$ cat src/core/rsq_consts.svh
// Register map, field positions, reset values and timing figures of the regulator sequencer
`ifndef RSQ_CONSTS_SVH
`define RSQ_CONSTS_SVH

`define RSQ_CLK_MHZ    100
`define RSQ_SETTLE_US  100
`define RSQ_CFG_US     100
`define RSQ_SS_US      2000
`define RSQ_HS_US      427
`define RSQ_RAMP_STEPS 256

`define RSQ_SRC_ADDR   8'h10
`define RSQ_MASK_ADDR  8'h11
`define RSQ_SRC_RST    8'h00
`define RSQ_MASK_RST   8'h0f

`define RSQ_BIT_OCP    0
`define RSQ_BIT_THS    1
`define RSQ_BIT_HS     2
`define RSQ_BIT_OVP    3
`define RSQ_BIT_PG     4

`define RSQ_I2C_BASE   5'h18

`endif

$ cat src/core/rsq_pkg.sv
// Types shared by the regulator sequencer modules
package rsq_pkg;

	typedef enum logic [2:0]
	{
		ST_OFF      = 3'h0,
		ST_SETTLE   = 3'h1,
		ST_WAIT_LOW = 3'h3,
		ST_CFG      = 3'h2,
		ST_SS       = 3'h6,
		ST_RUN      = 3'h7,
		ST_LATCH    = 3'h5
	} rsq_seq_t;

	typedef enum logic [2:0]
	{
		I2C_IDLE = 3'h0,
		I2C_ADDR = 3'h1,
		I2C_PTR  = 3'h3,
		I2C_WR   = 3'h2,
		I2C_RD   = 3'h6
	} rsq_i2c_t;

endpackage

$ cat src/core/rsq_reg_if.sv
// Register access path between the serial slave and the register file
`timescale 1ns/1ps
interface rsq_reg_if;
	logic [7:0] ptr;
	logic [7:0] wdata;
	logic       wr;
	logic [7:0] rdata;
	modport bus (output ptr, output wdata, output wr, input rdata);
	modport regs (input ptr, input wdata, input wr, output rdata);
endinterface

$ cat src/core/rsq_i2c_slave.sv
// Two-wire serial slave: address, register pointer, then data written or read
`timescale 1ns/1ps
`include "rsq_consts.svh"
module rsq_i2c_slave
(
	input  logic       clk,
	input  logic       reset,
	input  logic       enable,
	input  logic [1:0] addr_sel,
	input  logic       scl_f,
	input  logic       sda_f,
	output logic       sda_oe_n,
	rsq_reg_if.bus     rb
);
	rsq_pkg::rsq_i2c_t st_q;
	logic [3:0]        cnt_q;
	logic [7:0]        sh_q;
	logic [7:0]        tx_q;
	logic [7:0]        ptr_q;
	logic [7:0]        wdata_q;
	logic              rw_q;
	logic              drv_q;
	logic              wr_q;
	logic              scl_p_q;
	logic              sda_p_q;
	logic [6:0]        my_addr;
	logic              scl_rise;
	logic              scl_fall;
	logic              start;
	logic              stop;

	assign my_addr  = {`RSQ_I2C_BASE, addr_sel};
	assign scl_rise = scl_f & ~scl_p_q;
	assign scl_fall = ~scl_f & scl_p_q;
	assign start    = scl_f & scl_p_q & sda_p_q & ~sda_f;
	assign stop     = scl_f & scl_p_q & ~sda_p_q & sda_f;
	assign sda_oe_n = ~drv_q;
	assign rb.ptr   = ptr_q;
	assign rb.wdata = wdata_q;
	assign rb.wr    = wr_q;

	always_ff @(posedge clk)
	begin
		if (reset)
		begin
			scl_p_q <= 1'b1;
			sda_p_q <= 1'b1;
		end
		else
		begin
			scl_p_q <= scl_f;
			sda_p_q <= sda_f;
		end
	end

	// Held idle while disabled so the pins stay released
	always_ff @(posedge clk)
	begin
		if (reset || !enable)
		begin
			st_q    <= rsq_pkg::I2C_IDLE;
			cnt_q   <= 4'h0;
			sh_q    <= 8'h00;
			tx_q    <= 8'h00;
			ptr_q   <= 8'h00;
			wdata_q <= 8'h00;
			rw_q    <= 1'b0;
			drv_q   <= 1'b0;
			wr_q    <= 1'b0;
		end
		else
		begin
			wr_q <= 1'b0;
			if (start)
			begin
				st_q  <= rsq_pkg::I2C_ADDR;
				// The clock fall that closes the start is no data bit: it wraps to zero
				cnt_q <= 4'hf;
				drv_q <= 1'b0;
			end
			else if (stop)
			begin
				st_q  <= rsq_pkg::I2C_IDLE;
				drv_q <= 1'b0;
			end
			else if (st_q != rsq_pkg::I2C_IDLE)
			begin
				if (scl_rise && cnt_q < 4'h8 && st_q != rsq_pkg::I2C_RD)
					sh_q <= {sh_q[6:0], sda_f};
				if (scl_rise && cnt_q == 4'h8 && st_q == rsq_pkg::I2C_RD && sda_f)
					st_q <= rsq_pkg::I2C_IDLE;
				if (scl_fall)
				begin
					if (cnt_q == 4'h7)
					begin
						cnt_q <= 4'h8;
						case (st_q)
							rsq_pkg::I2C_ADDR:
							begin
								drv_q <= (sh_q[7:1] == my_addr);
								rw_q  <= sh_q[0];
								if (sh_q[7:1] != my_addr)
									st_q <= rsq_pkg::I2C_IDLE;
							end
							rsq_pkg::I2C_PTR:
							begin
								ptr_q <= sh_q;
								drv_q <= 1'b1;
							end
							rsq_pkg::I2C_WR:
							begin
								wdata_q <= sh_q;
								wr_q    <= 1'b1;
								drv_q   <= 1'b1;
							end
							default: drv_q <= 1'b0;
						endcase
					end
					else if (cnt_q == 4'h8)
					begin
						cnt_q <= 4'h0;
						if (st_q == rsq_pkg::I2C_ADDR)
							st_q <= rw_q ? rsq_pkg::I2C_RD : rsq_pkg::I2C_PTR;
						else if (st_q == rsq_pkg::I2C_PTR)
							st_q <= rsq_pkg::I2C_WR;
						if ((st_q == rsq_pkg::I2C_ADDR && rw_q) || st_q == rsq_pkg::I2C_RD)
						begin
							tx_q  <= {rb.rdata[6:0], 1'b0};
							drv_q <= ~rb.rdata[7];
						end
						else
							drv_q <= 1'b0;
					end
					else
					begin
						cnt_q <= cnt_q + 4'h1;
						if (st_q == rsq_pkg::I2C_RD)
						begin
							drv_q <= ~tx_q[7];
							tx_q  <= {tx_q[6:0], 1'b0};
						end
					end
				end
			end
		end
	end
endmodule

$ cat src/core/rsq_sequencer.sv
// Startup/shutdown sequencer, fault latching, status register and indicator pin
// Behaviour
// - Enable with good supplies: settle about 100us with output discharge on.
// - After settle and output below 1.5V: discharge off, sense configuration resistor.
// - Configuration read takes about 100us; then serial interface on and soft-start begin in the same cycle.
// - Enable during leftover discharge waits until that discharge has finished.
// - Soft-start of 2ms ramps the reference from zero to target.
// - Below 2V output: 300kHz and reduced current limit; above: normal values.
// - Hard-short detection off during soft-start, on when the soft-start timer expires.
// - Enable low: stop switching, reset all registers, turn discharge on.
// - Supply undervoltage: output and serial interface off, registers held reset.
// - Thermal trip or current limit beyond 427us latches regulator off, registers kept.
// - Latched off stays off until enable, input supply or I/O supply is cycled.
// - Discharge on at every shutdown except thermal; off while regulating.
// - Power-good and fault status readable at address 0x10.
// - Open-drain active-low indicator is NOR of unmasked status bits.
// - Mask bit at 0x11 hides its status bit from the indicator only.
// - Power-good clears below 85%, sets above 95%, holds in soft-start or change.
// - Fault bits set on their event, clear only by enable low or power cycle.
// - Mask resets to 0x0f; writing 0x10 passes faults, masks power-good.
`timescale 1ns/1ps
`include "rsq_consts.svh"
module rsq_sequencer #(
	parameter int SETTLE_CYC = `RSQ_SETTLE_US * `RSQ_CLK_MHZ,
	parameter int CFG_CYC    = `RSQ_CFG_US * `RSQ_CLK_MHZ,
	parameter int SS_CYC     = `RSQ_SS_US * `RSQ_CLK_MHZ,
	parameter int HS_CYC     = `RSQ_HS_US * `RSQ_CLK_MHZ
)
(
	input  logic       clk,
	input  logic       reset,
	input  logic       en_pin,
	input  logic       in_supply_ok,
	input  logic       io_supply_ok,
	input  logic       vout_lt_1v5,
	input  logic       vout_lt_2v,
	input  logic       vout_lt_85pct,
	input  logic       vout_gt_95pct,
	input  logic       thermal_trip,
	input  logic       ilim_hit,
	input  logic       ovp_event,
	input  logic       ocp_event,
	input  logic       dvs_active,
	input  logic [1:0] cfg_addr_sel,
	input  logic [1:0] cfg_ilim_sel,
	input  logic       cfg_ext_fb,
	input  logic [7:0] vref_target,
	input  logic       scl_in,
	input  logic       sda_in,
	output logic       sda_out,
	output logic       sda_oe_n,
	output logic       status_indicator_pin_n_out,
	output logic       status_indicator_pin_n_oe_n,
	output logic       regulator_on,
	output logic       discharge_on,
	output logic       i2c_active,
	output logic       cfg_sense_on,
	output logic [7:0] vref_ramp,
	output logic       low_freq_mode,
	output logic       reduced_current_limit,
	output logic       hard_short_detect_en,
	output logic [1:0] ilim_select,
	output logic       ext_feedback
);
	localparam int SS_TICK = (SS_CYC / `RSQ_RAMP_STEPS > 0) ? SS_CYC / `RSQ_RAMP_STEPS : 1;

	// ****************************************
	// Input synchronisation
	// ****************************************
	logic [18:0] raw;
	logic [18:0] filt;
	logic en_s, in_ok_s, io_ok_s, lt15_s, lt2_s, lt85_s, gt95_s;
	logic ths_s, ilim_s, ovp_s, ocp_s, dvs_s, scl_s, sda_s;
	logic [1:0] addr_sel_s;
	logic [1:0] ilim_sel_s;
	logic ext_fb_s;
	logic sup_ok;
	logic reg_rst;

	assign raw = {en_pin, in_supply_ok, io_supply_ok, vout_lt_1v5, vout_lt_2v,
		vout_lt_85pct, vout_gt_95pct, thermal_trip, ilim_hit, ovp_event, ocp_event,
		dvs_active, scl_in, sda_in, cfg_addr_sel, cfg_ilim_sel, cfg_ext_fb};
	assign {en_s, in_ok_s, io_ok_s, lt15_s, lt2_s, lt85_s, gt95_s, ths_s, ilim_s,
		ovp_s, ocp_s, dvs_s, scl_s, sda_s, addr_sel_s, ilim_sel_s, ext_fb_s} = filt;

	rsq_sync #(.W(19)) u_sync
	(
		.clk   (clk),
		.reset (reset),
		.d     (raw),
		.q     (filt)
	);

	assign sup_ok  = in_ok_s & io_ok_s;
	assign reg_rst = reset | ~en_s | ~sup_ok;

	// ****************************************
	// Sequencer
	// ****************************************
	rsq_pkg::rsq_seq_t state_q;
	rsq_pkg::rsq_seq_t state_d;
	logic [17:0] tmr_q;
	logic [15:0] hs_q;
	logic        hs_trip;
	logic        ths_latch_q;

	assign hs_trip = (hs_q == 16'(HS_CYC));

	always_comb
	begin
		state_d = state_q;
		if (!en_s || !sup_ok)
			state_d = rsq_pkg::ST_OFF;
		else if (ths_s && state_q != rsq_pkg::ST_OFF)
			state_d = rsq_pkg::ST_LATCH;
		else
			case (state_q)
				rsq_pkg::ST_OFF:
					if (lt15_s)
						state_d = rsq_pkg::ST_SETTLE;
				rsq_pkg::ST_SETTLE:
					if (tmr_q >= 18'(SETTLE_CYC - 1))
						state_d = rsq_pkg::ST_WAIT_LOW;
				rsq_pkg::ST_WAIT_LOW:
					if (lt15_s)
						state_d = rsq_pkg::ST_CFG;
				rsq_pkg::ST_CFG:
					if (tmr_q >= 18'(CFG_CYC - 1))
						state_d = rsq_pkg::ST_SS;
				rsq_pkg::ST_SS:
					if (tmr_q >= 18'(SS_CYC - 1))
						state_d = rsq_pkg::ST_RUN;
				rsq_pkg::ST_RUN:
					if (hs_trip || ocp_s)
						state_d = rsq_pkg::ST_LATCH;
				rsq_pkg::ST_LATCH:
					state_d = rsq_pkg::ST_LATCH;
				default:
					state_d = rsq_pkg::ST_OFF;
			endcase
	end

	always_ff @(posedge clk)
	begin
		if (reset)
		begin
			state_q <= rsq_pkg::ST_OFF;
			tmr_q   <= 18'h00000;
		end
		else
		begin
			state_q <= state_d;
			tmr_q   <= (state_d != state_q) ? 18'h00000 : tmr_q + 18'h00001;
		end
	end

	// Current-limit timer only runs once detection is armed
	always_ff @(posedge clk)
	begin
		if (reset || state_q != rsq_pkg::ST_RUN || !ilim_s)
			hs_q <= 16'h0000;
		else if (!hs_trip)
			hs_q <= hs_q + 16'h0001;
	end

	// Thermal latch-off leaves the output undischarged
	always_ff @(posedge clk)
	begin
		if (reset || state_q == rsq_pkg::ST_OFF)
			ths_latch_q <= 1'b0;
		else if (state_d == rsq_pkg::ST_LATCH && state_q != rsq_pkg::ST_LATCH)
			ths_latch_q <= ths_s;
	end

	// ****************************************
	// Regulator controls
	// ****************************************
	logic       reg_on_q, dis_q, i2c_q, sense_q, low_v_q, hsd_q;
	logic [7:0] vref_q;
	logic [7:0] ramp_q;
	logic [17:0] rtick_q;
	logic [1:0] ilim_sel_q;
	logic       ext_fb_q;
	logic [15:0] prod;

	assign prod = 16'(vref_target) * 16'(ramp_q);

	always_ff @(posedge clk)
	begin
		if (reset)
		begin
			reg_on_q <= 1'b0;
			dis_q    <= 1'b0;
			i2c_q    <= 1'b0;
			sense_q  <= 1'b0;
			low_v_q  <= 1'b0;
			hsd_q    <= 1'b0;
		end
		else
		begin
			reg_on_q <= state_q == rsq_pkg::ST_SS || state_q == rsq_pkg::ST_RUN;
			i2c_q    <= sup_ok && (state_q == rsq_pkg::ST_SS || state_q == rsq_pkg::ST_RUN
				|| state_q == rsq_pkg::ST_LATCH);
			sense_q  <= state_q == rsq_pkg::ST_CFG;
			low_v_q  <= (state_q == rsq_pkg::ST_SS || state_q == rsq_pkg::ST_RUN) && lt2_s;
			hsd_q    <= state_q == rsq_pkg::ST_RUN;
			case (state_q)
				rsq_pkg::ST_OFF:      dis_q <= !lt15_s;
				rsq_pkg::ST_SETTLE:   dis_q <= 1'b1;
				rsq_pkg::ST_WAIT_LOW: dis_q <= !lt15_s;
				rsq_pkg::ST_LATCH:    dis_q <= !ths_latch_q;
				default:              dis_q <= 1'b0;
			endcase
		end
	end

	// Reference ramp: target scaled by a step count that advances every SS_TICK cycles
	always_ff @(posedge clk)
	begin
		if (reset || state_q != rsq_pkg::ST_SS)
		begin
			rtick_q <= 18'h00000;
			ramp_q  <= 8'h00;
		end
		else if (rtick_q >= 18'(SS_TICK - 1))
		begin
			rtick_q <= 18'h00000;
			if (ramp_q != 8'hff)
				ramp_q <= ramp_q + 8'h01;
		end
		else
			rtick_q <= rtick_q + 18'h00001;
	end

	always_ff @(posedge clk)
	begin
		if (reset)
			vref_q <= 8'h00;
		else if (state_q == rsq_pkg::ST_SS)
			vref_q <= prod[15:8];
		else if (state_q == rsq_pkg::ST_RUN)
			vref_q <= vref_target;
		else
			vref_q <= 8'h00;
	end

	always_ff @(posedge clk)
	begin
		if (reg_rst)
		begin
			ilim_sel_q <= 2'h0;
			ext_fb_q   <= 1'b0;
		end
		else if (state_q == rsq_pkg::ST_CFG && state_d == rsq_pkg::ST_SS)
		begin
			ilim_sel_q <= ilim_sel_s;
			ext_fb_q   <= ext_fb_s;
		end
	end

	assign regulator_on          = reg_on_q;
	assign discharge_on          = dis_q;
	assign i2c_active            = i2c_q;
	assign cfg_sense_on          = sense_q;
	assign vref_ramp             = vref_q;
	assign low_freq_mode         = low_v_q;
	assign reduced_current_limit = low_v_q;
	assign hard_short_detect_en  = hsd_q;
	assign ilim_select           = ilim_sel_q;
	assign ext_feedback          = ext_fb_q;

	// ****************************************
	// Status registers and indicator pin
	// ****************************************
	rsq_reg_if  rif ();
	logic [7:0] src_q;
	logic [7:0] mask_q;
	logic       ind_oe_n_q;

	rsq_i2c_slave u_i2c
	(
		.clk      (clk),
		.reset    (reset),
		.enable   (i2c_q),
		.addr_sel (addr_sel_s),
		.scl_f    (scl_s),
		.sda_f    (sda_s),
		.sda_oe_n (sda_oe_n),
		.rb       (rif.bus)
	);
	assign sda_out = 1'b0;

	always_comb
	begin
		case (rif.ptr)
			`RSQ_SRC_ADDR:  rif.rdata = src_q;
			`RSQ_MASK_ADDR: rif.rdata = mask_q;
			default:        rif.rdata = 8'h00;
		endcase
	end

	always_ff @(posedge clk)
	begin
		if (reg_rst)
			mask_q <= `RSQ_MASK_RST;
		else if (rif.wr && rif.ptr == `RSQ_MASK_ADDR)
			mask_q <= rif.wdata;
	end

	// Fault bits have no clear path other than the enable-low or power-cycle reset
	always_ff @(posedge clk)
	begin
		if (reg_rst)
			src_q <= `RSQ_SRC_RST;
		else
		begin
			if (ovp_s && state_q != rsq_pkg::ST_OFF)
				src_q[`RSQ_BIT_OVP] <= 1'b1;
			if (state_q == rsq_pkg::ST_RUN && hs_trip)
				src_q[`RSQ_BIT_HS] <= 1'b1;
			if (ths_s && state_q != rsq_pkg::ST_OFF)
				src_q[`RSQ_BIT_THS] <= 1'b1;
			if (state_q == rsq_pkg::ST_RUN && ocp_s)
				src_q[`RSQ_BIT_OCP] <= 1'b1;
			if (state_q == rsq_pkg::ST_RUN && !dvs_s)
			begin
				if (gt95_s)
					src_q[`RSQ_BIT_PG] <= 1'b1;
				else if (lt85_s)
					src_q[`RSQ_BIT_PG] <= 1'b0;
			end
		end
	end

	always_ff @(posedge clk)
	begin
		if (reset)
			ind_oe_n_q <= 1'b1;
		else
			ind_oe_n_q <= ~|(src_q & ~mask_q);
	end

	assign status_indicator_pin_n_out  = 1'b0;
	assign status_indicator_pin_n_oe_n = ind_oe_n_q;
endmodule

$ cat src/core/rsq_sync.sv
// Three-stage input synchroniser that accepts a change once stages two and three agree
`timescale 1ns/1ps
module rsq_sync #(parameter int W = 1)
(
	input  logic         clk,
	input  logic         reset,
	input  logic [W-1:0] d,
	output logic [W-1:0] q
);
	genvar i;
	generate
		for (i = 0; i < W; i++)
		begin : g_bit
			logic s1_q;
			logic s2_q;
			logic s3_q;
			logic q_q;

			assign q[i] = q_q;
			always_ff @(posedge clk)
			begin
				if (reset)
				begin
					s1_q <= 1'b0;
					s2_q <= 1'b0;
					s3_q <= 1'b0;
					q_q  <= 1'b0;
				end
				else
				begin
					s1_q <= d[i];
					s2_q <= s1_q;
					s3_q <= s2_q;
					if (s2_q == s3_q)
						q_q <= s3_q;
				end
			end
		end
	endgenerate
endmodule

$ cat config.mk
export PLATFORM = sky130hd
export DESIGN_NAME = rsq_sequencer
export DESIGN_NICKNAME = d
export VERILOG_FILES = /design/src/core/rsq_pkg.sv /design/src/core/rsq_reg_if.sv /design/src/core/rsq_i2c_slave.sv /design/src/core/rsq_sequencer.sv /design/src/core/rsq_sync.sv
export VERILOG_INCLUDE_DIRS = /design/src /design/src/core
export SDC_FILE = /design/constraint.sdc
export NUM_CORES = 1
export LEC_CHECK = 0
export ABC_AREA = 1
export BUFFER_PORTS_ARGS = -buffer_cell sky130_fd_sc_hd__buf_2
export CORE_MARGIN = 2
export CORE_UTILIZATION = 55
export CTS_BUF_LIST = sky130_fd_sc_hd__clkbuf_4
export DETAILED_ROUTE_END_ITERATION = 12
export PLACE_DENSITY = 0.73
export SETUP_SLACK_MARGIN = 0.05
export SLEW_MARGIN = 20
export SYNTH_ARGS = -nofsm -noshare
export SYNTH_HDL_FRONTEND = slang
export SYNTH_HIERARCHICAL = 1
export SYNTH_SLANG_ARGS = --single-unit
$ cat constraint.sdc
create_clock -name clk -period 6.4 [get_ports clk]
set_input_delay 1.6 -clock clk [delete_from_list [all_inputs] [get_ports clk]]
set_output_delay 1.6 -clock clk [all_outputs]
set_load 0.005 [all_outputs]
==> results.ini <==
[worst_hold_path]
hp-class = reg -> reg

[floorplanning]
core_sq_um = 19500
die-area_sq_um = 21100
start_util = 0.561
num_io_pins = 51
die_width_um = 145
num_rows = 51
die_y_um = 145

[layout]
layout.area.seq_sq_um = 4280
synthToLayoutAreaGrowth_pct = 8.07
post_layout_nonfiller_instances = 1802
final_core_util = 0.606
fillers = 1847
final_area_sq_um = 11800
nNetsFinal = 1606
drive_gt1_frac = 0.130
multiInputGateArea_sq_um = 5230

[worst_setup_path]
max_stage_delay_ns = 0.54
cp.required_ns = 6.97
critical_path.top_delay_family = adder cells
crit_chain = buf_2 -> nand2_1 -> inv_1 -> fa_1 -> fa_1 -> fa_1 -> inv_1 -> fa_1 -> inv_1 -> ha_1 -> a21oi_1 -> o21ai_0 -> a211oi_1 -> nand3_1 -> nand3_1 -> nand2_1
startpoint_type = input port
path_buf_inv = 4
cp_max_fo = 9
cp.arrival_ns = 5.54
cp-end-kind = register
slowest_stage = fa_1
crit_type = in -> reg
path_common_cell = fa_1

[timing]
slew-limit-headroom = 0.374
max_freq_mhz = 201
holdWs_ns = 0.398
setup_viol = 0
fin_ws_ns = 1.43
rsz0062_at_grt = no
hold_viol_final = 0
post-route-min-period_ns = 4.97
finalCritPeriodShare = 0.777
tightest_slew_ns = 0.935
slew_viol_final = 0
setup-tns-final_ns = 0
finalClockSkew_ns = 0.0537

[logic_synthesis]
synth_edf_count = 0
ys_ff_latch = 214
netlist_area_sq_um = 11000
synth.most_common_cell = inv_1
yosysTopAreaCellShare = 0.391
synth-seq-area-share = 0.391
synth_cell_types = 51
yosysTopAreaCell = dfxtp_1
synth_area_per_cell_sq_um = 7.59
synth_cells = 1443
async_flop_share = 0
ys.flop_type = dfxtp_1
yosys_warnings = 6
synth.area.top_cells = dfxtp_1, inv_1, nand2_1, fa_1, nor2_1
synth_commonest_cells = inv_1, nand2_1, dfxtp_1, nor2_1, a21oi_1

[flow_run]
maxCapViolations = 0

[power]
ir_worst_vdd_uv = 179
leakage_nw = 5.55
total_power_mw = 2.49
p_per_area_nw_per_um2 = 210

[routing]
drc = 0
drt_iter0_drc = 449
vias_per_cell = 4.85
wl_per_cell_um = 11.5
detail-route-antenna-nets = 0
route.final.wire_length_mm = 20.8
dr_total_vias = 8733
firstDrtPassIters = 5

[clock_network]
cts_resized = 0
clk_pin_slew_ns = 0.06
cts_hold_buf = 0
insertion_delay_ns = 0.68
cts_setup_buffers = 0
htree_levels = 2
numCtsBuffers = 55
clock-sinks = 214
cts-root-buf = clkbuf_4
cts_buffer_depth = 3
tritoncts = built

[global_route]
grt-ovfl-total = 0
antenna_found_initial = 1
grt_pass1_wl_mm = 36.3
grt_pass1_vias = 8307
track_usage = 0.202
grt_max_degree = 50

[place]
place_hpwl_mm = 15.1
port_buffers = 48
dpl_cell_area_sq_um = 11200
preCtsSetupSlack_ns = 0.802
place_inst = 1709
gp_congestion = 0.881

[run_status]
status = completed

worst paths after layout:
| kind | startpoint | cells after the start | endpoint | slack (ns) |
|---|---|---|---|---|
| worst max-delay path | vref_target[2] | 16 | vref_ramp[7]$_SDFF_PP0_ | 1.43 |
| worst max register to register | ramp_q[2]$_SDFFE_PP0P_ | 15 | vref_ramp[7]$_SDFF_PP0_ | 1.92 |
| worst min-delay path | u_sync/g_bit[3].s1_q$_SDFF_PP0_ | 2 | u_sync/g_bit[3].s2_q$_SDFF_PP0_ | 0.40 |
| worst min register to register | u_sync/g_bit[3].s1_q$_SDFF_PP0_ | 2 | u_sync/g_bit[3].s2_q$_SDFF_PP0_ | 0.40 |
state kept, by name, indices dropped and copies added, names as in the netlist, 2 cells and up:
name               cells
src_q                  5
state_q                3
u_i2c/rb.ptr           8
u_i2c/tx_q             7
rtick_q               18
ilim_select            2
u_sync/g_bit.s3_q     19
u_sync/g_bit.s1_q     19
vref_ramp              8
u_i2c/cnt_q            4
u_i2c/rb.wdata         8
u_sync/g_bit.q_q      19
ramp_q                 8
u_i2c/sh_q             8
u_sync/g_bit.s2_q     19
hs_q                  16
tmr_q                 18
u_i2c/st_q             3
mask_q                 8
worst reg2reg max path, delay by kind of cell (launching register included):
family	cells	cell delay, ns
adders and majority gates	5	2.35
AOI/OAI and AO/OA	3	0.81
DFF	1	0.70
and+or+nand+nor	4	0.36
buffers and inverters	3	0.18
layout make-up:
class / count / area share
diodes: 1 / 0.000211
repair buffers: 49 / 0.0209
multi-input cells: 888 / 0.442
inverters: 293 / 0.0929
clock buffers: 76 / 0.0482
flip-flops and latches: 214 / 0.362
clock inverters: 16 / 0.00623
well taps: 265 / 0.0280
placed cells by master (no fill, tap or decap), types with 12 or more instances in the layout:
cell / netlist / final
a211oi_1: 13 / 13
a21oi_1: 90 / 90
buf_2: 8 / 48
clkbuf_4: 0 / 76
dfxtp_1: 214 / 214
fa_1: 35 / 35
ha_1: 41 / 41
inv_1: 280 / 280
inv_2: 12 / 13
nand2_1: 236 / 236
nand3_1: 58 / 58
nand4_1: 12 / 12
nor2_1: 181 / 181
nor2_4: 15 / 15
nor3_1: 19 / 19
o21ai_0: 66 / 66
xnor2_1: 13 / 13
xor2_1: 12 / 12
per-layer routing:
| metal | up-vias | GRT usage | share of wire |
|---|---|---|---|
| met5 | - | 0 | 0 |
| met4 | 0 | 0.0740 | 0.019 |
| met3 | 39 | 0.0415 | 0.051 |
| met2 | 197 | 0.331 | 0.45 |
| met1 | 3920 | 0.264 | 0.48 |
| li1 | 4577 | - | - |
cells by family (layout without fill, tap and decap cells):
| family | after synthesis | after routing | synth area share |
|---|---|---|---|
| DFF | 214 | 214 | 0.391 |
| adders and majority gates | 76 | 76 | 0.111 |
| other | 1 | 11 | 0.000342 |
| xor gates and xnor gates | 25 | 25 | 0.0200 |
| and+or+nand+nor | 571 | 571 | 0.240 |
| AOI/OAI and AO/OA | 206 | 206 | 0.103 |
| buffers and inverters | 350 | 434 | 0.135 |
power breakdown:
group | leakage (nW) | switching [mW] | internal [mW]
logic | 3.42 | 0.0343 | 0.0175
clock network | 0.390 | 0.528 | 0.548
registers | 1.74 | 0.00910 | 1.35
Note: power is estimated with default switching activity, not from simulation.
